`src/common/bridge_status_params.svh`:
```
// offsets, field positions, reset values and timing counts of the status bank
`ifndef BRIDGE_STATUS_PARAMS_SVH
`define BRIDGE_STATUS_PARAMS_SVH

`define FRAME_BITS 5'h10
`define FIRST_BYTE_BITS 5'h08
`define BIT_COUNT_MAX 5'h11

`define ADDR_GENERAL_FAULT_SUMMARY 7'h0e
`define ADDR_SUPPLY_THERMAL_FAULTS 7'h0f
`define ADDR_DRAIN_SOURCE_FAULTS_WATCHDOG 7'h10
`define ADDR_INPUT_FAULTS_NODE_LEVELS 7'h11
`define ADDR_BACK_EMF_COMPARATORS 7'h12
`define ADDR_BACK_EMF_CONFIG 7'h2b

`define RESET_STATUS 8'h00
`define RESET_BACK_EMF_CONFIG 8'h00

`define GEN_CLEAR_MASK 8'h07
`define SUP_CLEAR_MASK 8'h7f
`define DS_CLEAR_MASK 8'h3f
`define IN_CLEAR_MASK 8'h38

`define GEN_BIT_DS_SUMMARY 6
`define GEN_BIT_SUP_SUMMARY 5
`define GEN_BIT_IN_SUMMARY 4
`define GEN_BIT_TEMP_SUMMARY 3
`define GEN_BIT_POR_CLEARED 2
`define GEN_BIT_STOP 1
`define GEN_BIT_SERIAL_ERROR 0
`define SUP_BIT_THERMAL_WARNING 6
`define SUP_BIT_THERMAL_SHUTDOWN 5
`define CFG_BIT_POSTPROCESS 2

`define CLOCK_PERIOD_NS 100
`define EMF_BLANK_00_US 6
`define EMF_BLANK_01_US 8
`define EMF_BLANK_10_US 12
`define EMF_BLANK_11_US 16
`define BLANK_CYCLES(us) (((us) * 1000 + `CLOCK_PERIOD_NS - 1) / `CLOCK_PERIOD_NS)

`endif

```
`src/common/bridge_status_pkg.sv`:
```
// types shared by the status register bank
package bridge_status_pkg;

  typedef enum logic {FRAME_IDLE, FRAME_SHIFT} frame_phase_t;

  // fault events from the analog monitors, high while present
  typedef struct packed {
    logic thermal_warning;
    logic thermal_shutdown;
    logic pump_one_undervoltage;
    logic pump_two_undervoltage;
    logic supply_hard_overvoltage;
    logic supply_config_overvoltage;
    logic supply_undervoltage;
    logic [5:0] drain_source;
  } fault_events_t;

  typedef struct packed {
    frame_phase_t phase;
    logic sclk_prev;
    logic [4:0] bit_count;
    logic [15:0] shift_in;
    logic [7:0] shift_out;
    logic [7:0] snapshot;
    logic power_on_reset_cleared;
    logic stop_mode_flag;
    logic serial_protocol_error;
    logic [6:0] supply_faults;
    logic [5:0] drain_faults;
    logic [2:0] input_faults;
    logic emf_postprocess_enable;
    logic [1:0] emf_blanking_select;
    logic [2:0] emf_filtered;
    logic [2:0][7:0] emf_count;
  } status_state_t;

endpackage

```
`src/bridge_driver_status_regs.sv`:
```
// serial status and back-emf register bank of the three half-bridge driver
`timescale 1ns/1ns
`include "bridge_status_params.svh"

module bridge_driver_status_regs (
  input wire logic CLOCK,
  input wire logic RSTN,
  input wire logic CSN,
  input wire logic SCLK,
  input wire logic SDI,
  output logic SDO,
  output logic SDO_OE,
  input wire bridge_status_pkg::fault_events_t FAULT_EVENTS,
  input wire logic STOP_MODE_ACTIVE,
  input wire logic [1:0] WATCHDOG_PROGRESS,
  input wire logic [2:0] HIGH_CONTROL_INPUT,
  input wire logic [2:0] LOW_CONTROL_INPUT,
  input wire logic [2:0] NODE_ABOVE_LOW_THRESHOLD,
  input wire logic [2:0] EMF_COMPARATOR_RAW,
  input wire logic DRIVER_ENABLE_SETTING,
  input wire logic OVERVOLTAGE_REPORT_CONFIG,
  output logic EMF_POSTPROCESS_ENABLE,
  output logic [1:0] EMF_BLANKING_SELECT
);
  import bridge_status_pkg::*;

  status_state_t state_reg;
  status_state_t state_next;

  logic sclk_rise;
  logic sclk_fall;
  logic frame_done;
  logic frame_good;
  logic frame_op;
  logic [6:0] frame_addr;
  logic clear_gen;
  logic clear_sup;
  logic clear_ds;
  logic clear_in;
  logic [7:0] clear_bits;
  logic [7:0] gen_view;
  logic [7:0] sup_view;
  logic [7:0] ds_view;
  logic [7:0] in_view;
  logic [7:0] emf_view;
  logic [7:0] cfg_view;
  logic [7:0] snap_value;
  logic [6:0] supply_set;
  logic [2:0] both_high;
  logic [2:0] node_view;
  logic [2:0] emf_source;
  logic [2:0] emf_filtered_next;
  logic [2:0][7:0] emf_count_next;
  logic [7:0] blank_limit;

  // frame decode; SCLK is sampled on CLOCK, so edges come from the previous sample
  assign sclk_rise = SCLK & ~state_reg.sclk_prev;
  assign sclk_fall = ~SCLK & state_reg.sclk_prev;
  assign frame_done = (state_reg.phase == FRAME_SHIFT) && CSN;
  assign frame_good = state_reg.bit_count == `FRAME_BITS;
  assign frame_addr = state_reg.shift_in[15:9];
  assign frame_op = state_reg.shift_in[8];

  // only an access bit of 1 on a whole frame clears; reads leave contents alone
  assign clear_gen = frame_done && frame_good && frame_op && frame_addr == `ADDR_GENERAL_FAULT_SUMMARY;
  assign clear_sup = frame_done && frame_good && frame_op && frame_addr == `ADDR_SUPPLY_THERMAL_FAULTS;
  assign clear_ds = frame_done && frame_good && frame_op && frame_addr == `ADDR_DRAIN_SOURCE_FAULTS_WATCHDOG;
  assign clear_in = frame_done && frame_good && frame_op && frame_addr == `ADDR_INPUT_FAULTS_NODE_LEVELS;
  // clearing uses the value already sent, so a flag raised after it stays set
  assign clear_bits = state_reg.snapshot;

  // configurable overvoltage is dropped when reporting is switched off
  assign supply_set = {FAULT_EVENTS.thermal_warning, FAULT_EVENTS.thermal_shutdown,
                       FAULT_EVENTS.pump_one_undervoltage, FAULT_EVENTS.pump_two_undervoltage,
                       FAULT_EVENTS.supply_hard_overvoltage,
                       FAULT_EVENTS.supply_config_overvoltage & ~OVERVOLTAGE_REPORT_CONFIG,
                       FAULT_EVENTS.supply_undervoltage};

  always_comb begin
    unique case (state_reg.emf_blanking_select)
      2'b00: blank_limit = 8'(`BLANK_CYCLES(`EMF_BLANK_00_US));
      2'b01: blank_limit = 8'(`BLANK_CYCLES(`EMF_BLANK_01_US));
      2'b10: blank_limit = 8'(`BLANK_CYCLES(`EMF_BLANK_10_US));
      2'b11: blank_limit = 8'(`BLANK_CYCLES(`EMF_BLANK_11_US));
    endcase
  end

  // per half-bridge: input conflict, node level and comparator blanking
  genvar i;
  generate
    for (i = 0; i < 3; i++) begin : g_bridge
      assign both_high[i] = HIGH_CONTROL_INPUT[i] & LOW_CONTROL_INPUT[i];
      // level only meaningful with the bridge fully off
      assign node_view[i] = ~HIGH_CONTROL_INPUT[i] & ~LOW_CONTROL_INPUT[i] & NODE_ABOVE_LOW_THRESHOLD[i];
      // a comparator change is taken only after it has held for the blanking time
      always_comb begin
        if (EMF_COMPARATOR_RAW[i] == state_reg.emf_filtered[i]) begin
          emf_count_next[i] = 8'h00;
          emf_filtered_next[i] = state_reg.emf_filtered[i];
        end else if (state_reg.emf_count[i] + 8'h01 >= blank_limit) begin
          emf_count_next[i] = 8'h00;
          emf_filtered_next[i] = EMF_COMPARATOR_RAW[i];
        end else begin
          emf_count_next[i] = state_reg.emf_count[i] + 8'h01;
          emf_filtered_next[i] = state_reg.emf_filtered[i];
        end
      end
    end
  endgenerate

  assign emf_source = state_reg.emf_postprocess_enable ? state_reg.emf_filtered : EMF_COMPARATOR_RAW;

  // read views; reserved positions are tied to zero
  assign gen_view = {1'b0, |state_reg.drain_faults, |state_reg.supply_faults[4:0], |state_reg.input_faults,
                     state_reg.supply_faults[`SUP_BIT_THERMAL_WARNING] | state_reg.supply_faults[`SUP_BIT_THERMAL_SHUTDOWN],
                     state_reg.power_on_reset_cleared, state_reg.stop_mode_flag,
                     state_reg.serial_protocol_error};
  assign sup_view = {1'b0, state_reg.supply_faults};
  assign ds_view = {WATCHDOG_PROGRESS, state_reg.drain_faults};
  assign in_view = {2'b00, state_reg.input_faults, node_view};
  assign emf_view = {5'h00, DRIVER_ENABLE_SETTING ? emf_source : 3'b000};
  assign cfg_view = {5'h00, state_reg.emf_postprocess_enable, state_reg.emf_blanking_select};

  // register picked by the address byte, sampled when the first byte completes
  always_comb begin
    unique case (state_reg.shift_in[6:0])
      `ADDR_GENERAL_FAULT_SUMMARY: snap_value = gen_view;
      `ADDR_SUPPLY_THERMAL_FAULTS: snap_value = sup_view;
      `ADDR_DRAIN_SOURCE_FAULTS_WATCHDOG: snap_value = ds_view;
      `ADDR_INPUT_FAULTS_NODE_LEVELS: snap_value = in_view;
      `ADDR_BACK_EMF_COMPARATORS: snap_value = emf_view;
      `ADDR_BACK_EMF_CONFIG: snap_value = cfg_view;
      default: snap_value = 8'h00;
    endcase
  end

  always_comb begin
    state_next = state_reg;
    state_next.sclk_prev = SCLK;

    // latched flags: set wins over a clear in the same cycle
    state_next.supply_faults = (state_reg.supply_faults & ~(clear_sup ? clear_bits[6:0] : 7'h00))
                               | supply_set;
    state_next.drain_faults = (state_reg.drain_faults & ~(clear_ds ? clear_bits[5:0] : 6'h00))
                              | FAULT_EVENTS.drain_source;
    state_next.input_faults = (state_reg.input_faults & ~(clear_in ? clear_bits[5:3] : 3'h0))
                              | {both_high[0], both_high[1], both_high[2]};
    state_next.stop_mode_flag = (state_reg.stop_mode_flag & ~(clear_gen & clear_bits[`GEN_BIT_STOP]))
                                | STOP_MODE_ACTIVE;
    state_next.serial_protocol_error = (state_reg.serial_protocol_error
                                        & ~(clear_gen & clear_bits[`GEN_BIT_SERIAL_ERROR]))
                                       | (frame_done & ~frame_good);
    if (clear_gen) begin
      state_next.power_on_reset_cleared = 1'b1;
    end
    state_next.emf_filtered = emf_filtered_next;
    state_next.emf_count = emf_count_next;

    unique case (state_reg.phase)
      FRAME_IDLE: begin
        if (!CSN) begin
          // first byte out is the general summary, as on most drivers of this kind
          state_next.phase = FRAME_SHIFT;
          state_next.bit_count = 5'h00;
          state_next.shift_out = gen_view;
          state_next.snapshot = 8'h00;
        end
      end
      FRAME_SHIFT: begin
        if (CSN) begin
          state_next.phase = FRAME_IDLE;
          if (frame_good && frame_op && frame_addr == `ADDR_BACK_EMF_CONFIG) begin
            state_next.emf_postprocess_enable = state_reg.shift_in[`CFG_BIT_POSTPROCESS];
            state_next.emf_blanking_select = state_reg.shift_in[1:0];
          end
        end else if (sclk_rise) begin
          state_next.shift_in = {state_reg.shift_in[14:0], SDI};
          if (state_reg.bit_count != `BIT_COUNT_MAX) begin
            state_next.bit_count = state_reg.bit_count + 5'h01;
          end
          if (state_reg.bit_count == `FIRST_BYTE_BITS - 5'h01) begin
            state_next.snapshot = snap_value;
          end
        end else if (sclk_fall) begin
          if (state_reg.bit_count == `FIRST_BYTE_BITS) begin
            state_next.shift_out = state_reg.snapshot;
          end else begin
            state_next.shift_out = {state_reg.shift_out[6:0], 1'b0};
          end
        end
      end
    endcase
  end

  always_ff @(posedge CLOCK or negedge RSTN) begin
    if (!RSTN) begin
      state_reg <= '0;
      state_reg.phase <= FRAME_IDLE;
      state_reg.sclk_prev <= 1'b0;
      state_reg.power_on_reset_cleared <= 1'b0;
      state_reg.emf_postprocess_enable <= 1'(`RESET_BACK_EMF_CONFIG >> `CFG_BIT_POSTPROCESS);
      state_reg.emf_blanking_select <= 2'(`RESET_BACK_EMF_CONFIG);
      state_reg.supply_faults <= 7'(`RESET_STATUS);
    end else begin
      state_reg <= state_next;
    end
  end

  assign SDO = state_reg.shift_out[7];
  assign SDO_OE = state_reg.phase == FRAME_SHIFT;
  assign EMF_POSTPROCESS_ENABLE = state_reg.emf_postprocess_enable;
  assign EMF_BLANKING_SELECT = state_reg.emf_blanking_select;
endmodule

```
`config.mk`:
```
export PLATFORM = sky130hd
export DESIGN_NAME = bridge_driver_status_regs
export DESIGN_NICKNAME = d
export VERILOG_FILES = /design/src/common/bridge_status_pkg.sv /design/src/bridge_driver_status_regs.sv
export VERILOG_INCLUDE_DIRS = /design/src /design/src/common
export SDC_FILE = /design/constraint.sdc
export NUM_CORES = 1
export LEC_CHECK = 0
export ABC_AREA = 0
export BUFFER_PORTS_ARGS = -buffer_cell sky130_fd_sc_hd__buf_2
export CAP_MARGIN = 20
export CORE_MARGIN = 5
export CORE_UTILIZATION = 50
export CTS_CLUSTER_DIAMETER = 50
export DETAILED_ROUTE_END_ITERATION = 16
export PLACE_DENSITY = 0.68
export SKIP_LAST_GASP = 1
export SLEW_MARGIN = 0
export SYNTH_ARGS = -nofsm -noshare
export SYNTH_HDL_FRONTEND = slang
export SYNTH_SLANG_ARGS = --single-unit
export TNS_END_PERCENT = 1
```
`constraint.sdc`:
```
create_clock -name CLOCK -period 2.4 [get_ports CLOCK]
set_input_delay 0.36 -clock CLOCK [delete_from_list [all_inputs] [get_ports CLOCK]]
set_output_delay 0.36 -clock CLOCK [all_outputs]
set_load 0.01 [all_outputs]
```
==> qor.yml <==
sta:
  drv_slew: 0
  grt_setup_unrepaired: "false"
  hold_violations: 0
  setup_viol: 0
  fmax_mhz: 458
  fin_crit_ns: 2.18
  tns_ns: 0
  tightest_slew_ns: 0.601
  finalClockSkew_ns: 0.0150
  holdWs_ns: 0.146
  slew-limit-headroom_pct: 59.8
  worst_slack_ns: 0.215
  period_share_pct: 91.0
setup_path:
  critical_path_class: "register to register"
  rr_startpoint: "state_reg[16]"
  critPathLaunch: "state_reg[16]"
  ff2ff_path_depth: 7
  worstPathRequired_ns: 2.64
  arrival_ns: 2.43
  cp-endpoint: "state_reg[26]"
  timing.rr.end: "state_reg[26]"
  cp-start-kind: "register"
  worst_setup_path_end_kind: "register"
  r2r_setup_slack_ns: 0.22
  crit_fanout: 5
drt:
  wl_per_cell_microns: 17.1
  drtAntennaViolNets: 0
  drtIter0Drc: 220
  firstDrtPassIters: 5
  routed-via-count: 3757
  drc_errors: 0
  via_per_inst: 5.70
  routed_wl_microns: 11200
synthesis:
  synth.yosys.warnings: 0
  yosysSeqAreaShare_pct: 44.8
  syn-num-nets: 537
  synth-edff-count: 0
  syn_area_sq_mm: 0.00492
  synth_ff_type: "dfrtp_1"
  ys_ff_latch: 88
  synth_cell_types: 62
  syn_area_per_cell_sq_um: 10.5
  synthCells: 470
  postSynth.asyncResetShare_pct: 100
pwr:
  vdd_drop_max_v: 0.000302
  seqPwrFrac_pct: 50.0
  intPower_uw: 2400
  leakage_uw: 0.00247
  combPwrFrac_pct: 15.5
  p_sw_share_pct: 27.8
  powerDensity_mw_per_mm2: 595
  clkPwrFrac_pct: 34.5
  p_sw_uw: 925
cts:
  clock-root-buffer: "clkbuf_8"
  cts_buffer_depth: 2
  clkTransAtPathRegs_ns: 0.09
  insertion_delay_ns: 0.36
  tritoncts: "built"
  cts_buffers: 9
  cts_sinks: 88
  htree_levels: 3
status:
  outcome: "completed"
floorplan:
  rows: 36
  num_io_pins: 40
  die_y_microns: 109
  die_w_microns: 109
  die-area_sq_mm: 0.0119
  start_util_pct: 50.8
  coreArea_sq_mm: 0.00968
cells_and_area:
  multi_input_area_sq_mm: 0.00255
  final_nets: 588
  seqCellArea_sq_mm: 0.00220
  nFillCells: 856
  design_area_sq_mm: 0.00558
  largest_register_ff_count: 55
  drive_above_1_share_pct: 20.3
  n_antenna_cell: 0
  area_delta_synth_final_pct: 13.5
global_routing:
  grtUsageTotal_pct: 20.6
  antenna_found_initial: 0
  grt_max_degree: 37
  grt_pass1_wl_microns: 19300
  grt_pass1_vias: 3947
  grt_overflow: 0
placed_design:
  place_area_sq_mm: 0.00535
  port_buffers: 39
  dp_hpwl_microns: 8650
  dpl_worst_slack_ns: 0.265
  gp_congestion: 0.896
job:
  maxCapViolations: 0
min_path:
  hold_class: "primary input to register"
-- cells in the mapped netlist, drive strengths merged, types with 6 or more instances --
cell | n | area share, %
dfrtp | 88 | 45
ha | 32 | 8.1
nor2 | 28 | 2.3
inv | 27 | 2.1
mux2 | 22 | 5.0
nand2 | 22 | 1.7
nand3 | 20 | 2.0
nor2b | 20 | 2.5
mux2i | 12 | 2.4
o21ai | 12 | 1.2
a21oi | 11 | 1.1
a31oi | 11 | 1.4
xor2 | 11 | 2.0
clkbuf | 10 | 0.76
xnor2 | 10 | 1.8
o21a | 9 | 1.4
a21o | 8 | 1.2
nor3 | 8 | 0.81
nor4 | 8 | 1.0
buf | 7 | 0.89
nand3b | 7 | 1.1
nand4 | 7 | 0.89
o31ai | 7 | 1.1
o221ai | 6 | 1.1
-- cell type report --
type                       instances  share of cell area [%]
tap                              133                    2.98
timing repair buffer              57                    6.01
clock inverter                     4                    1.37
sequential                        88                    39.5
clock buffer                      12                    2.60
multi-input combinational        338                    45.8
inverter                          27                    1.82
-- power by group through the flow --
| stage | clock (uW) | sequential [uW] | combinational, uW |
|---|---|---|---|
| floorplan | 0 | 1650 | 379 |
| global placement | 0 | 1680 | 498 |
| detailed placement | 0 | 1690 | 513 |
| CTS | 1180 | 1660 | 517 |
| global route | 1240 | 1680 | 573 |
| finish | 1150 | 1660 | 515 |
-- per-stage QoR --
stage	util, %	total power (uW)	instances
final	57.6	3320	659
after CTS	57.6	3360	659
after detailed placement	55.2	2200	642
after floorplan	-	2030	470
after global placement	55.2	2180	642
after global routing	57.6	3490	659
-- cells in the final DEF, fill, tap and decap left out, types with 4 or more instances in the layout --
master	synthesis	routed
clkbuf_8	0	10
a31oi_1	11	11
o221ai_1	6	6
xnor2_1	10	10
nand2b_1	5	5
o21ai_0	12	12
o21a_1	9	9
o31ai_1	7	7
dfrtp_1	88	88
buf_2	2	38
nand3_1	20	20
a221oi_1	4	4
nor2b_1	20	20
buf_4	2	18
a21o_1	8	8
or2_2	4	4
nand2_1	22	22
nor4_1	8	8
o211ai_1	4	4
nor2_1	27	27
nand4_1	7	7
nor3_1	8	8
nand3b_1	7	7
mux2i_1	12	12
ha_1	32	32
a21oi_1	11	11
mux2_2	22	22
xor2_1	11	11
inv_1	27	27
-- worst min-delay path by stage --
stage               from                endpoint  cells past startpoint  slack, ns
finish              SCLK           state_reg[86]                      1       0.15
global route        SCLK           state_reg[86]                      1       0.14
CTS                 SCLK           state_reg[86]                      1       0.13
detailed placement  RSTN           state_reg[14]                      1       0.36
global placement    RSTN           state_reg[14]                      1       0.35
floorplan           RSTN  EMF_BLANKING_SELECT[0]                      0       0.06
-- layer usage --
metal,track usage [%],up-vias,routed length [microns]
li1,-,1820,-
met1,27.3,1839,4960
met2,34.9,85,5630
met3,3.85,13,532
met4,5.43,0,116
met5,0,-,0
-- cells by family (layout without fill, tap and decap cells) --
kind of cell	Yosys count	after routing	share of synthesized area, %
adder cells (fa/ha/maj)	32	32	8.14
AO/OA/AOI/OAI	98	98	14.4
buffers and inverters	44	100	3.72
multiplexers	34	34	7.48
flip-flops	88	88	44.8
AND/OR/NAND/NOR	153	153	17.7
XOR/XNOR	21	21	3.74
-- critical path, cell delays in order, from the launching register on --
cell	delay [ns]
dfrtp_1	0.44
ha_1	0.25
xnor2_1	0.31
ha_1	0.31
a21bo_2	0.19
a21oi_1	0.18
o21ai_0	0.12
mux2_2	0.27
-- timing repair --
action,in CTS,in global routing
gates resized for setup,0,0
hold buffers,1,0
setup buffers,0,0
endpoints found under the hold margin,32,0
No activity file was read; power rests on OpenSTA's default activity.
